<file path="src/core/mbc_consts.svh">
// constants for the minimum-mode bus control block
`ifndef MBC_CONSTS_SVH
`define MBC_CONSTS_SVH
`define MBC_QS_NOP 2'h0
`define MBC_QS_FIRST 2'h1
`define MBC_QS_EMPTY 2'h2
`define MBC_QS_SUBSEQ 2'h3
`define MBC_MIN_STATES 3'h4
`define MBC_IDLE_RESTART 2'h3
`endif

</file>
<file path="src/core/mbc_pkg.sv">
// types for the minimum-mode bus control block
package mbc_pkg;
  typedef enum logic [2:0] {
    MBC_TI = 3'h0,
    MBC_T1 = 3'h1,
    MBC_T2 = 3'h2,
    MBC_T3 = 3'h3,
    MBC_TW = 3'h4,
    MBC_T4 = 3'h5,
    MBC_TH = 3'h6
  } mbc_state_t;
  typedef enum logic [1:0] {
    MBC_RD = 2'h0,
    MBC_WR = 2'h1,
    MBC_IA = 2'h2
  } mbc_kind_t;
endpackage

</file>
<file path="src/core/mbc_bus_ctrl.sv">
// minimum-mode bus cycle sequencer, strobes and hold handshake
//
// Function
// - queue status appears in the cycle after the queue operation.
// - two-line queue status lets outside logic track the prefetch queue.
// - memory/io select high for memory, low for io.
// - memory/io select valid from T1 until T4 of its cycle.
// - select, write, direction and data enable float during hold acknowledge.
// - write strobe low through T2, T3 and wait states of writes.
// - interrupt acknowledge strobe low during T2, T3 and waits.
// - address latch enable high during T1 of every cycle.
// - address latch enable is always driven, even in hold.
// - direction high to transmit, low to receive, timed like memory/io select.
// - data enable asserted in every memory, io and acknowledge cycle.
// - reads and acknowledges: data enable from mid T2 to mid T3.
// - writes: data enable from start of T2 to mid T4.
// - hold acknowledge rises in a T4 or idle state.
// - bus and control outputs other than address latch enable float as hold acknowledge rises.
// - drop acknowledge on request low, drive again when a cycle is needed.
// - grant in a cycle only if request by T2, not odd low, not first ack, unlocked.
// - cycle has at least T1..T4, waits inserted between T3 and T4.
// - bus cycles start only while the strap is high; hold acknowledge and queue status ignore it.
`timescale 1ns/1ps
`include "mbc_consts.svh"
module mbc_bus_ctrl
  import mbc_pkg::*;
(
  input wire logic ref_clk,
  input wire logic rst_n,
  input wire logic ce,
  input wire logic config_strap,
  input wire logic cycle_req,
  input wire mbc_pkg::mbc_kind_t cycle_kind,
  input wire logic cycle_mem,
  input wire logic cycle_odd_low,
  input wire logic cycle_first_ack,
  input wire logic lock_active,
  input wire logic ready,
  input wire logic hold_req,
  input wire logic [1:0] queue_op,
  output logic cycle_taken,
  output logic [1:0] prefetch_queue_state,
  output logic mem_io_sel,
  output logic mem_io_sel_oe_n,
  output logic write_strobe_n,
  output logic write_strobe_oe_n,
  output logic irq_ack_strobe_n,
  output logic irq_ack_strobe_oe_n,
  output logic addr_latch_en,
  output logic transceiver_direction,
  output logic transceiver_direction_oe_n,
  output logic transceiver_enable_n,
  output logic transceiver_enable_oe_n,
  output logic bus_release_ack,
  output logic bus_float
);
  import mbc_pkg::*;

  logic strap_s;
  logic hold_s;
  logic ready_s;
  mbc_state_t st_ff, nxt_st;
  mbc_kind_t kind_ff, nxt_kind;
  logic mem_ff, nxt_mem;
  logic grant_ok_ff, nxt_grant_ok;
  logic taken_ff, nxt_taken;
  logic mio_ff, nxt_mio;
  logic dtr_ff, nxt_dtr;
  logic wr_ff, nxt_wr;
  logic ia_ff, nxt_ia;
  logic ale_ff, nxt_ale;
  logic nxt_den;
  logic nxt_den_mid;
  // one register for the pin, so the two enable terms never meet in a gate at the output
  logic den_out_ff, nxt_den_out;
  logic bus_release_ack_ff, nxt_bus_release_ack;
  logic float_ff, nxt_float;
  logic [1:0] idle_cnt_ff, nxt_idle_cnt;

  // pins are asynchronous to ref_clk
  mbc_sync2 u_sync_strap (
    .ref_clk(ref_clk),
    .rst_n(rst_n),
    .ce(ce),
    .d(config_strap),
    .q(strap_s)
  );
  mbc_sync2 u_sync_hold (
    .ref_clk(ref_clk),
    .rst_n(rst_n),
    .ce(ce),
    .d(hold_req),
    .q(hold_s)
  );
  mbc_sync2 u_sync_ready (
    .ref_clk(ref_clk),
    .rst_n(rst_n),
    .ce(ce),
    .d(ready),
    .q(ready_s)
  );

  mbc_queue_status u_qs (
    .ref_clk(ref_clk),
    .rst_n(rst_n),
    .ce(ce),
    .queue_op(queue_op),
    .prefetch_queue_state(prefetch_queue_state)
  );

  function automatic logic is_transmit(input mbc_kind_t k);
    is_transmit = (k == MBC_WR);
  endfunction

  function automatic logic may_grant(input logic odd_low, input logic first_ack, input logic locked);
    may_grant = !odd_low && !first_ack && !locked;
  endfunction

  always_comb begin
    nxt_st = st_ff;
    nxt_kind = kind_ff;
    nxt_mem = mem_ff;
    nxt_grant_ok = grant_ok_ff;
    nxt_taken = 1'b0;
    nxt_bus_release_ack = bus_release_ack_ff;
    nxt_idle_cnt = idle_cnt_ff;
    case (st_ff)
      MBC_TI: begin
        if (hold_s && !lock_active) begin
          nxt_st = MBC_TH;
          nxt_bus_release_ack = 1'b1;
        end else if (cycle_req && strap_s) begin
          nxt_st = MBC_T1;
          nxt_kind = cycle_kind;
          nxt_mem = cycle_mem;
          nxt_taken = 1'b1;
          nxt_grant_ok = may_grant(cycle_odd_low, cycle_first_ack, lock_active);
        end
      end
      MBC_T1: nxt_st = MBC_T2;
      MBC_T2: begin
        nxt_st = MBC_T3;
        // request must be seen by T2
        nxt_grant_ok = grant_ok_ff && hold_s;
      end
      MBC_T3, MBC_TW: nxt_st = ready_s ? MBC_T4 : MBC_TW;
      MBC_T4: begin
        if (grant_ok_ff && hold_s) begin
          nxt_st = MBC_TH;
          nxt_bus_release_ack = 1'b1;
        end else if (cycle_req && strap_s) begin
          nxt_st = MBC_T1;
          nxt_kind = cycle_kind;
          nxt_mem = cycle_mem;
          nxt_taken = 1'b1;
          nxt_grant_ok = may_grant(cycle_odd_low, cycle_first_ack, lock_active);
        end else begin
          nxt_st = MBC_TI;
        end
      end
      MBC_TH: begin
        if (!hold_s) begin
          nxt_bus_release_ack = 1'b0;
          nxt_st = MBC_TI;
        end
      end
      default: nxt_st = MBC_TI;
    endcase
    nxt_idle_cnt = (nxt_st == MBC_TI && idle_cnt_ff != `MBC_IDLE_RESTART) ? idle_cnt_ff + 2'h1 : 2'h0;
  end

  always_comb begin
    nxt_wr = 1'b1;
    nxt_ia = 1'b1;
    nxt_den = 1'b1;
    nxt_den_mid = 1'b1;
    nxt_ale = 1'b0;
    nxt_mio = mio_ff;
    nxt_dtr = dtr_ff;
    // float while acknowledged, drive again only on a new cycle
    nxt_float = float_ff;
    if (nxt_bus_release_ack) begin
      nxt_float = 1'b1;
    end else if (nxt_st == MBC_T1) begin
      nxt_float = 1'b0;
    end
    case (nxt_st)
      MBC_T1: nxt_ale = 1'b1;
      MBC_T2, MBC_T3, MBC_TW: begin
        nxt_wr = !(nxt_kind == MBC_WR);
        nxt_ia = !(nxt_kind == MBC_IA);
        nxt_den = !is_transmit(nxt_kind);
        // read enable from mid T2, mid T3 end
        nxt_den_mid = !((nxt_st == MBC_T2) || (nxt_st == MBC_T3 && nxt_kind != MBC_WR))
                      && !(is_transmit(nxt_kind));
      end
      MBC_T4: nxt_den = !is_transmit(nxt_kind);
      default: begin
      end
    endcase
    // select and direction change at the start of T1, whether entered from T4 or from idle
    if (nxt_taken) begin
      nxt_mio = cycle_mem;
      nxt_dtr = is_transmit(cycle_kind);
    end
    nxt_den_out = nxt_den & nxt_den_mid;
  end

  always_ff @(posedge ref_clk or negedge rst_n) begin
    if (!rst_n) begin
      st_ff <= MBC_TI;
      kind_ff <= MBC_RD;
      mem_ff <= 1'b0;
      grant_ok_ff <= 1'b0;
      taken_ff <= 1'b0;
      mio_ff <= 1'b0;
      dtr_ff <= 1'b0;
      wr_ff <= 1'b1;
      ia_ff <= 1'b1;
      ale_ff <= 1'b0;
      den_out_ff <= 1'b1;
      bus_release_ack_ff <= 1'b0;
      float_ff <= 1'b0;
      idle_cnt_ff <= 2'h0;
    end else if (ce) begin
      st_ff <= nxt_st;
      kind_ff <= nxt_kind;
      mem_ff <= nxt_mem;
      grant_ok_ff <= nxt_grant_ok;
      taken_ff <= nxt_taken;
      mio_ff <= nxt_mio;
      dtr_ff <= nxt_dtr;
      wr_ff <= nxt_wr;
      ia_ff <= nxt_ia;
      ale_ff <= nxt_ale;
      den_out_ff <= nxt_den_out;
      bus_release_ack_ff <= nxt_bus_release_ack;
      float_ff <= nxt_float;
      idle_cnt_ff <= nxt_idle_cnt;
    end
  end

  // half-cycle edges of data enable are approximated by whole cycles: one clock domain only
  assign transceiver_enable_n = den_out_ff;
  assign cycle_taken = taken_ff;
  assign mem_io_sel = mio_ff;
  assign transceiver_direction = dtr_ff;
  assign write_strobe_n = wr_ff;
  assign irq_ack_strobe_n = ia_ff;
  assign addr_latch_en = ale_ff;
  assign bus_release_ack = bus_release_ack_ff;
  assign bus_float = float_ff;
  assign mem_io_sel_oe_n = float_ff;
  assign write_strobe_oe_n = float_ff;
  assign irq_ack_strobe_oe_n = float_ff;
  assign transceiver_direction_oe_n = float_ff;
  assign transceiver_enable_oe_n = float_ff;

  ale_t1_a: assert property (@(posedge ref_clk) disable iff (!rst_n)
    ce && nxt_st == MBC_T1 |=> addr_latch_en) else $error("ale missing in T1");
  wr_write_a: assert property (@(posedge ref_clk) disable iff (!rst_n)
    ce && st_ff == MBC_T1 && kind_ff == MBC_WR ##1 ce |-> !write_strobe_n) else $error("write strobe late");
  ia_strobe_a: assert property (@(posedge ref_clk) disable iff (!rst_n)
    st_ff == MBC_T2 && kind_ff == MBC_IA |-> !irq_ack_strobe_n) else $error("ack strobe missing");
  float_bus_release_ack_a: assert property (@(posedge ref_clk) disable iff (!rst_n)
    bus_release_ack |-> mem_io_sel_oe_n && write_strobe_oe_n && transceiver_enable_oe_n)
    else $error("outputs driven in hold");
  bus_release_ack_entry_a: assert property (@(posedge ref_clk) disable iff (!rst_n)
    $rose(bus_release_ack) |-> $past(st_ff) == MBC_T4 || $past(st_ff) == MBC_TI) else $error("hold granted mid cycle");
  bus_release_ack_drop_a: assert property (@(posedge ref_clk) disable iff (!rst_n)
    ce && st_ff == MBC_TH && !hold_s |=> !bus_release_ack) else $error("acknowledge not dropped");
  den_write_a: assert property (@(posedge ref_clk) disable iff (!rst_n)
    st_ff == MBC_T4 && kind_ff == MBC_WR |-> !transceiver_enable_n) else $error("write enable gone in T4");
  den_read_a: assert property (@(posedge ref_clk) disable iff (!rst_n)
    (st_ff == MBC_T4 || st_ff == MBC_T1) && kind_ff != MBC_WR |-> transceiver_enable_n) else $error("read enable late");
  min_cycle_a: assert property (@(posedge ref_clk) disable iff (!rst_n)
    ce && st_ff == MBC_T1 ##1 ce ##1 ce |-> st_ff == MBC_T3) else $error("cycle too short");

  // strobes and selects against the state they belong to
  ale_only_t1_a: assert property (@(posedge ref_clk) disable iff (!rst_n)
    addr_latch_en |-> st_ff == MBC_T1)
    else $error("ale outside T1");
  mio_stable_a: assert property (@(posedge ref_clk) disable iff (!rst_n)
    st_ff inside {MBC_T2, MBC_T3, MBC_TW} |=> $stable(mem_io_sel))
    else $error("select changed mid cycle");
  dtr_stable_a: assert property (@(posedge ref_clk) disable iff (!rst_n)
    st_ff inside {MBC_T2, MBC_T3, MBC_TW} |=> $stable(transceiver_direction))
    else $error("direction changed mid cycle");
  mio_value_a: assert property (@(posedge ref_clk) disable iff (!rst_n)
    ce && nxt_taken |=> mem_io_sel == $past(cycle_mem))
    else $error("select value wrong");
  dtr_value_a: assert property (@(posedge ref_clk) disable iff (!rst_n)
    ce && nxt_taken |=> transceiver_direction == ($past(cycle_kind) == MBC_WR))
    else $error("direction value wrong");
  wr_idle_a: assert property (@(posedge ref_clk) disable iff (!rst_n)
    st_ff inside {MBC_TI, MBC_T1, MBC_T4, MBC_TH} |-> write_strobe_n)
    else $error("write strobe outside T2 to TW");
  ia_idle_a: assert property (@(posedge ref_clk) disable iff (!rst_n)
    st_ff inside {MBC_TI, MBC_T1, MBC_T4, MBC_TH} |-> irq_ack_strobe_n)
    else $error("ack strobe outside T2 to TW");
  den_idle_a: assert property (@(posedge ref_clk) disable iff (!rst_n)
    st_ff inside {MBC_TI, MBC_T1, MBC_TH} |-> transceiver_enable_n)
    else $error("data enable outside cycle");
  qs_delay_a: assert property (@(posedge ref_clk) disable iff (!rst_n)
    ce |=> prefetch_queue_state == $past(queue_op))
    else $error("queue status not one cycle late");
  strap_block_a: assert property (@(posedge ref_clk) disable iff (!rst_n)
    ce && !strap_s && st_ff == MBC_TI |=> !cycle_taken)
    else $error("cycle started with strap low");
  den_wr_t2_a: assert property (@(posedge ref_clk) disable iff (!rst_n)
    st_ff == MBC_T2 && kind_ff == MBC_WR |-> !transceiver_enable_n)
    else $error("write enable missing in T2");
  bus_release_ack_float_a: assert property (@(posedge ref_clk) disable iff (!rst_n)
    $rose(bus_release_ack) |-> bus_float)
    else $error("bus not floated with acknowledge");
  wr_wait_a: assert property (@(posedge ref_clk) disable iff (!rst_n)
    st_ff == MBC_TW && kind_ff == MBC_WR |-> !write_strobe_n)
    else $error("write strobe gone in wait");
  ia_wait_a: assert property (@(posedge ref_clk) disable iff (!rst_n)
    st_ff == MBC_TW && kind_ff == MBC_IA |-> !irq_ack_strobe_n)
    else $error("ack strobe gone in wait");
  t1_drive_a: assert property (@(posedge ref_clk) disable iff (!rst_n)
    st_ff == MBC_T1 |-> !bus_float && !bus_release_ack)
    else $error("cycle run while floating");
  hold_oe_a: assert property (@(posedge ref_clk) disable iff (!rst_n)
    bus_release_ack |-> irq_ack_strobe_oe_n && transceiver_direction_oe_n)
    else $error("strobe or direction driven in hold");
endmodule

</file>
<file path="src/core/mbc_queue_status.sv">
// queue status register, shown the cycle after the queue operation
`timescale 1ns/1ps
`include "mbc_consts.svh"
module mbc_queue_status (
  input wire logic ref_clk,
  input wire logic rst_n,
  input wire logic ce,
  input wire logic [1:0] queue_op,
  output logic [1:0] prefetch_queue_state
);
  logic [1:0] qs_ff;
  logic [1:0] nxt_qs;
  always_comb begin
    nxt_qs = queue_op;
  end
  always_ff @(posedge ref_clk or negedge rst_n) begin
    if (!rst_n) begin
      qs_ff <= `MBC_QS_NOP;
    end else if (ce) begin
      qs_ff <= nxt_qs;
    end
  end
  assign prefetch_queue_state = qs_ff;
endmodule

</file>
<file path="src/core/mbc_sync2.sv">
// two-flop synchroniser for a pin input
`timescale 1ns/1ps
module mbc_sync2 (
  input wire logic ref_clk,
  input wire logic rst_n,
  input wire logic ce,
  input wire logic d,
  output logic q
);
  logic meta_ff;
  logic q_ff;
  always_ff @(posedge ref_clk or negedge rst_n) begin
    if (!rst_n) begin
      meta_ff <= 1'b0;
      q_ff <= 1'b0;
    end else if (ce) begin
      meta_ff <= d;
      q_ff <= meta_ff;
    end
  end
  assign q = q_ff;
endmodule

</file>
<file path="config.mk">
export PLATFORM = sky130hd
export DESIGN_NAME = mbc_bus_ctrl
export DESIGN_NICKNAME = d
export VERILOG_FILES = /design/src/core/mbc_pkg.sv /design/src/core/mbc_bus_ctrl.sv /design/src/core/mbc_queue_status.sv /design/src/core/mbc_sync2.sv
export VERILOG_INCLUDE_DIRS = /design/src /design/src/core
export SDC_FILE = /design/constraint.sdc
export NUM_CORES = 1
export LEC_CHECK = 0
export BUFFER_PORTS_ARGS = -buffer_cell sky130_fd_sc_hd__buf_2
export CAP_MARGIN = 20
export CORE_MARGIN = 10
export CORE_UTILIZATION = 51
export DETAILED_ROUTE_END_ITERATION = 8
export PLACE_DENSITY = 0.78
export SLEW_MARGIN = 20
export SYNTH_ARGS = -nofsm -noshare
export SYNTH_HDL_FRONTEND = slang
export SYNTH_SLANG_ARGS = --single-unit
export TNS_END_PERCENT = 30
</file>
<file path="constraint.sdc">
create_clock -name ref_clk -period 1.9 [get_ports ref_clk]
set_input_delay 0.285 -clock ref_clk [delete_from_list [all_inputs] [get_ports ref_clk]]
set_output_delay 0.285 -clock ref_clk [all_outputs]
set_load 0.05 [all_outputs]
</file>
; After elaboration in Yosys (flattened, before gate mapping)
; Cells that the tools add are included.
[totals]
reg_bits = 23
in_bits = 15
output_inout_bits = 16
wordCells = 90
[op_classes]
n_eq_ne = 17
mux = 30
bitwise = 1
reduce_logical = 23
[op_table]
columns = cell, n
row1 = $mux W1, 18
row2 = $pmux W3 S6, 1
row3 = $eq A3 B3 Y1 const B, 5
row4 = $eq A3 B2 Y1 const B, 4
row5 = $mux W3, 4
row6 = $logic_and A1 B1 Y1, 7
row7 = $eq A3 B1 Y1 const B, 2
row8 = $logic_not A1 Y1, 6
row9 = $mux W2, 3
row10 = $pmux W1 S3, 2
row11 = $eq A2 B1 Y1 const B, 2
row12 = $ne A2 B2 Y1 const B, 2
row13 = $pmux W2 S2, 1
row14 = $reduce_and A2 Y1, 2
row15 = $reduce_and A4 Y1, 1
row16 = $reduce_or A4 Y1, 1
row17 = $logic_not A3 Y1, 1
row18 = $reduce_bool A3 Y1, 1
row19 = $reduce_or A3 Y1, 1
row20 = $eq A2 B2 Y1 const B, 1
row21 = $ne A2 B1 Y1 const B, 1
row22 = $pmux W1 S2, 1
row23 = $reduce_bool A2 Y1, 1
row24 = $reduce_or A2 Y1, 1
row25 = other kinds (2), 2

; Longest topological paths before layout
; Gate-level depths: netlist of the first run.
[logic_depth]
ltp_word = 11
mapped_depth = 6
depth_no_buf = 5

; By module
; Synthesis of the first run repeated with hierarchy kept, for this count alone.
[hier_totals]
hier_cells = 116
hier_area_um2 = 1295.0
[by_module_without_submodules]
columns = mod, n_inst, cells_each, area_per_inst_um2, seq_area_each_um2
row1 = mbc_bus_ctrl, 1, 100, 1004.7, 379.1
row2 = mbc_sync2, 3, 4, 72.6, 50.0
row3 = mbc_queue_status, 1, 4, 72.6, 50.0

; Worst setup path before layout of the first run
; OpenSTA, ideal clock, no wires.
[synth_path]
path_kind = flip-flop to flip-flop
start = reg st_ff[0]
end = reg kind_ff[0]
setup_ns = 0.125
arrival_time_ns = 1.328
required_time_ns = 1.775
path_slack_ns = 0.448
path_stages_with_launch = 6
path_buffers = 1
period_less_slack_ns = 1.452
path_cell_list = dfrtp_1 buf_6 xor2_2 nor3_4 nand3_2 mux2_2
[synth_between]
elab_chain_len = 2
word_cells_on_any_way = 3
cone_classes = eq/ne: 1 / mux: 1 / reduce/logical: 1
[synth_rtl]
columns = element, line_no
row1 = "start, declared", mbc_bus_ctrl.sv:62  ; mbc_state_t st_ff, nxt_st;
row2 = "start signal, assigned", mbc_bus_ctrl.sv:226  ; st_ff <= nxt_st;
row3 = $eq A3 B3 Y1 or $logic_not A3 Y1 (tied branches), n/a
row4 = $pmux W2 S2 *, mbc_bus_ctrl.sv:127  ; case (st_ff)
row5 = "end signal, assigned", mbc_bus_ctrl.sv:227  ; kind_ff <= nxt_kind;
row6 = "end, declared", mbc_bus_ctrl.sv:63  ; mbc_kind_t kind_ff, nxt_kind;
; Mark *: on every way between the ends. The rest lies on a longest branch, timed or not.
; A chain may end at the register's enable or synchronous reset.

; Worst setup path in the final report of the first run
[layout_path]
start = reg st_ff[2]
end = reg mio_ff (netlist: mem_io_sel)
[layout_between]
elab_chain_len = 3
word_cells_on_any_way = 4
cone_classes = eq/ne: 1 / mux: 1 / reduce/logical: 2
[layout_rtl]
columns = element, line_no
row1 = $eq A3 B3 Y1 or $logic_not A3 Y1 (tied branches), n/a
row2 = $pmux W1 S2 *, mbc_bus_ctrl.sv:127
row3 = $reduce_and A2 Y1 (no line) *, n/a
row4 = "end signal, assigned", mbc_bus_ctrl.sv:231  ; mio_ff <= nxt_mio;
row5 = "end, declared", mbc_bus_ctrl.sv:67  ; logic mio_ff, nxt_mio;
; Marks and branches as above.

==> reports/results.txt, run 1 <==
max FFs per register = 3
EDFF count, synth = 0
GR Util met1 = 11.9%
GR peak layer = met2
pwr dens = 1430 nW/um^2
Final period util = 86.2%
Top reg by flops = st_ff
H-tree depth = 1
reg2reg end = mem_io_sel
Critical Path RT = 2.10 ns
first-pass GRT wire length = 4010 um
fin area = 1330 um^2
sequential area share after synthesis = 48.0%
GR Overflow Total = 0
HP Class = primary input to flop
Slew Limit Fails = 0
Peak Freq = 611 MHz
Slew @ Worst Pin = 0.506 ns
clock sinks = 23
Core Rows = 17
PostCTS Resize Cnt = 0
CTS root buf = clkbuf_4
arrival time worst endpoint = 1.83 ns
unrepaired setup endpoints after global routing = no
fraction of layout instances using a drive strength above 1 = 44.0%
diode count = 0
Finish-stage setup viols = 0
core area = 2230 um^2
Mean Syn Cell Area = 11.1 um^2
IO buf count = 30
Yosys warning total = 0
status = finished clean
Syn Nets = 124
CTS tree = done
die height = 68.6 um
WL final = 2390 um
crit path capture type = flop
Yosys reg bits = 23
initial antenna violation count = 0
Vias = 874
vias in the first global route = 891
Tmin final = 1.64 ns
GPL Wtd Cong = 0.920
crit path max fanout = 11
Die Wd = 68.6 um
total global-route track usage = 11.2%
CP endpoint = mem_io_sel
vias per inst = 5.40
Netlist Area Pre-Place = 1210 um^2
Initial DRC Count = 37
M3 GR Usage = 2.58%
Starting Density = 54.0%
Synth-to-Final Area Change = 10.5%
top_reg_cell synth = dfrtp_1
Worst Reg2Reg Path Length in Cells = 4
DR WL/cell = 14.8 um
Peak VDD IR = 1030 uV
Synth async-reset ratio = 100%
cts bufs inserted = 3
share of the synthesized area in the top cell type = 41.5%
post-route ant nets = 0
placed cell areas = 1290 um^2
# Max-Cap Violations = 0
Clock Path Buffers = 2
Crit Path Category = flop to flop
Pleak = 0.601 nW
dpl hpwl = 1930 um
number of top-level pins = 31
Final Hold Viols = 0
Initial DRT Pass Iterations = 4
Fin Clk Skew = 0.00190 ns
nets@finish = 150
setup slack, reg-to-reg = 0.26 ns
Worst Setup Start Kind = flop
latest clock arrival within the worst-skew pair = 0.30 ns
Synth area leader = dfrtp_1
Yosys cell types = 35
drt drc = 0
Max-slew headroom = 66.3%
hold depth = 2
Mapped Cells = 109
Die Area = 4710 um^2
largest cells by area after synthesis = dfrtp_1, mux2_2, dfstp_2
largest net degree at the start of global routing = 24
GR Util met2 = 20.5%
Clk pin slew, worst setup/hold paths = 0.12 ns
Setup TNS = 0 ns
CP Launch Point = st_ff[2]
worst r2r src = st_ff[2]
## where the power goes
part | switching, W | leakage (nW) | total (W) | internal (W)
combinational | 0.000589 | 0.312 | 0.000883 | 0.000294
sequential | 0.000158 | 0.272 | 0.000807 | 0.000649
clock | 0.000137 | 0.0177 | 0.000216 | 0.0000784
total | 0.000884 | 0.601 | 0.00191 | 0.00102
## through the flow
stage                     std cells  setup WS, ns  util [%]  total power, W  hold slack, ns
after floorplan                 109         0.448         -         0.00159         -0.0106
after global placement          157         0.343      58.0         0.00167           0.282
after detailed placement        157         0.280      58.0         0.00170           0.279
after CTS                       162         0.263      59.7         0.00193           0.198
after global routing            162         0.136      59.7         0.00204           0.178
final                           162         0.263      59.7         0.00191           0.205
## cell type report
class	count	area, um^2
timing repair buffer	32	168
clock inverter	1	5.00
fill	195	901
tap	28	35.0
clock buffer	3	22.5
inverter	4	15.0
multi-input combinational	71	508
sequential	23	579
## cell families after synthesis
family,after synthesis,share of synthesized area [%]
flops,23,48.0
mux,14,12.9
buf+inv,15,9.85
xor+xnor,1,1.35
compound gates,23,12.6
simple gates,33,15.4
## what timing repair did
item                       4_1_cts  5_1_grt
setup endpoints to repair        0        0
hold buffers                     1        0
setup buffers                    0        0
hold endpoints to repair        20        0
## critical path: stages (launching register included)
cell	delay (ns)
dfrtp_1	0.53
xor2_2	0.21
nor3_4	0.27
nand3_2	0.19
mux2_2	0.33
## worst min-delay path by stage
| stage | endpoint | startpoint |
|---|---|---|
| floorplan | addr_latch_en | rst_n |
| global placement | u_qs.prefetch_queue_state[1] | rst_n |
| detailed placement | u_qs.prefetch_queue_state[1] | rst_n |
| CTS | u_qs.prefetch_queue_state[1] | queue_op[1] |
| global route | u_sync_ready.meta_ff | ready |
| finish | u_qs.prefetch_queue_state[1] | queue_op[1] |
## layout by cell type (no fill, tap or decap)
cell / n
buf_2: 30
dfrtp_1: 20
mux2_2: 12
nor2_1: 8
o21ai_0: 8
nand2_1: 7
nand3_1: 5
inv_1: 4
a21oi_1: 4
nor2b_1: 3
clkbuf_4: 3
dfstp_2: 3
nor3_1: 2
mux2i_1: 2
o22ai_1: 2
and2_2: 1
a22oi_1: 1
nor3b_2: 1
nand2b_1: 1
o21ai_2: 1
xor2_2: 1
nor3_4: 1
nand3_2: 1
and2b_1: 1
o2bb2ai_1: 1
and2b_2: 1
nand2_2: 1
o22a_2: 1
o22a_1: 1
o211ai_1: 1
o221a_1: 1
o2111ai_1: 1
a21boi_0: 1
clkinv_2: 1
dlygate4sd3_1: 1
buf_4: 1
## routing by layer
layer	vias up	routed length, um
li1	423	-
met1	420	957
met2	27	1290
met3	4	125
met4	0	26
met5	-	0
## Yosys cell counts, types with 2 or more instances
library cell / instances
inv_1: 4
a21oi_1: 4
mux2_2: 12
dfrtp_1: 20
mux2i_1: 2
dfstp_2: 3
nand3_1: 5
nor2b_1: 3
o21ai_0: 8
buf_6: 3
nor3_1: 2
nor2_1: 8
clkbuf_8: 2
buf_4: 5
nand2_1: 7
o22ai_1: 2
No activity file was read; power rests on OpenSTA's default activity.
==> inputs of run 2 (changes only) <==
CORE_ASPECT_RATIO = 1.2   (was not set)
CORE_UTILIZATION = 50   (was 51)
PLACE_DENSITY = 0.77   (was 0.78)
==> reports/results.txt, run 2 (synthesis results as in run 1) <==
Slowest cell on crit path = dfrtp_1
Synth-to-Final Area Change = 10.1%
vias in the first global route = 943
crit-path cells = xor2_2 > nor3_4 > nand3_2 > mux2_2
Clk pin slew, worst setup/hold paths = 0.12 ns
final core utilization = 57.6%
Clock Path Buffers = 2
Power Internal = 0.00102 W
cts bufs inserted = 3
Worst path max stage delay = 0.52 ns
core area = 2310 um^2
Initial DRT Pass Iterations = 4
Setup TNS = 0 ns
crit path max fanout = 11
H-tree depth = 1
unrepaired setup endpoints after global routing = no
crit path capture type = flop
CTS root buf = clkbuf_4
pwr dens = 1440 nW/um^2
number of top-level pins = 31
latest clock arrival within the worst-skew pair = 0.31 ns
Core Rows = 19
P_sw = 0.000883 W
min-delay src = cycle_mem
vias per inst = 5.43
dpl hpwl = 1800 um
combinational share of power = 46.3%
Critical Path RT = 2.11 ns
Final Hold Viols = 0
GPL Wtd Cong = 0.801
worst r2r src = st_ff[2]
FILL cells = 211
Die Area = 4780 um^2
Post-CTS Setup Inserts = 0
Slew @ Worst Pin = 0.499 ns
WL final = 2380 um
fraction of layout instances using a drive strength above 1 = 42.9%
Finish-stage setup viols = 0
arrival time worst endpoint = 1.86 ns
DR WL/cell = 14.5 um
Slew Limit Fails = 0
Peak Freq = 608 MHz
final worst-path setup slack = 0.256 ns
nets@finish = 149
Final period util = 86.5%
IO buf count = 30
initial antenna violation count = 0
largest net degree at the start of global routing = 26
fin cells = 164
max FFs per register = 3
most frequent cells in the layout = buf_2, dfrtp_1, mux2_2
Vias = 890
Tmin final = 1.64 ns
Worst Setup Start Kind = flop
CTS tree = done
Max-slew headroom = 66.7%
most common cell after layout, fill and taps aside = buf_2
total power = 0.00191 W
Starting Density = 52.3%
status = finished clean
Die Wd = 64.8 um
Initial DRC Count = 30
Clk pwr share = 11.6%
clock sinks = 23
first-pass GRT wire length = 4120 um
# Max-Cap Violations = 0
Top reg by flops = st_ff
Crit Path Category = flop to flop
pre-CTS setup slack = 0.271 ns
Peak VDD IR = 1160 uV
switch share = 46.3%
Fin Clk Skew = 0.00442 ns
register share of total power = 42.0%
diode count = 0
CP Launch Point = st_ff[2]
die height = 73.8 um
post-route ant nets = 0
Pleak = 0.594 nW
GR Overflow Total = 0
total global-route track usage = 10.8%
drt drc = 0
placed cell count = 159
HP Class = primary input to flop
## run 2: critical path: cells and delay by family (launching register included)
family	cells	cell delay, ns
and+or+nand+nor	2	0.48
muxes	1	0.33
DFF	1	0.52
xor gates and xnor gates	1	0.21
## run 2: worst paths after layout
| path | endpoint | slack, ns | depth (start not counted) |
|---|---|---|---|
| setup / recovery | kind_ff[1] | 0.26 | 4 |
| setup reg to reg | kind_ff[1] | 0.26 | 4 |
| hold / removal | mem_io_sel | 0.19 | 2 |
| max in group asynchronous | irq_ack_strobe_n | 1.08 | 2 |
| min in group asynchronous | u_qs.prefetch_queue_state[1] | 0.45 | 2 |
| hold reg to reg | mem_io_sel | 0.51 | 1 |
## run 2: power groups by stage
stage / Clock [W] / Combinational (W) / Sequential, W
2_1_floorplan: 0 / 0.000597 / 0.000990
3_3_place_gp: 0 / 0.000865 / 0.000802
3_5_place_dp: 0 / 0.000887 / 0.000811
4_1_cts: 0.000239 / 0.000891 / 0.000800
5_1_grt: 0.000250 / 0.000963 / 0.000830
6_report: 0.000221 / 0.000884 / 0.000802
## run 2: timing repair
item / 4_1_cts / 5_1_grt
hold buffers: 1 / 0
hold endpoints to repair: 20 / 0
resized for setup: 0 / 0
## run 2: layout make-up
cell class	count	area (um^2)	share of cell area, %
sequential	23	579	43.6
clock buffer	4	26.3	1.98
inverter	4	15.0	1.13
multi-input combinational	71	508	38.3
tap	31	38.8	2.92
timing repair buffer	31	160	12.1
## run 2: metrics by stage
step,area [um^2],hold slack [ns]
finish,1330,0.190
global route,1330,0.183
CTS,1330,0.176
detailed placement,1290,0.285
global placement,1290,0.277
floorplan,1210,-0.0106
## run 2: routing by layer
metal	track usage (%)	wire, um	up-vias
li1	-	-	420
met1	10.5	895	431
met2	19.5	1280	34
met3	2.58	149	5
met4	7.86	53	0
met5	0	0	-
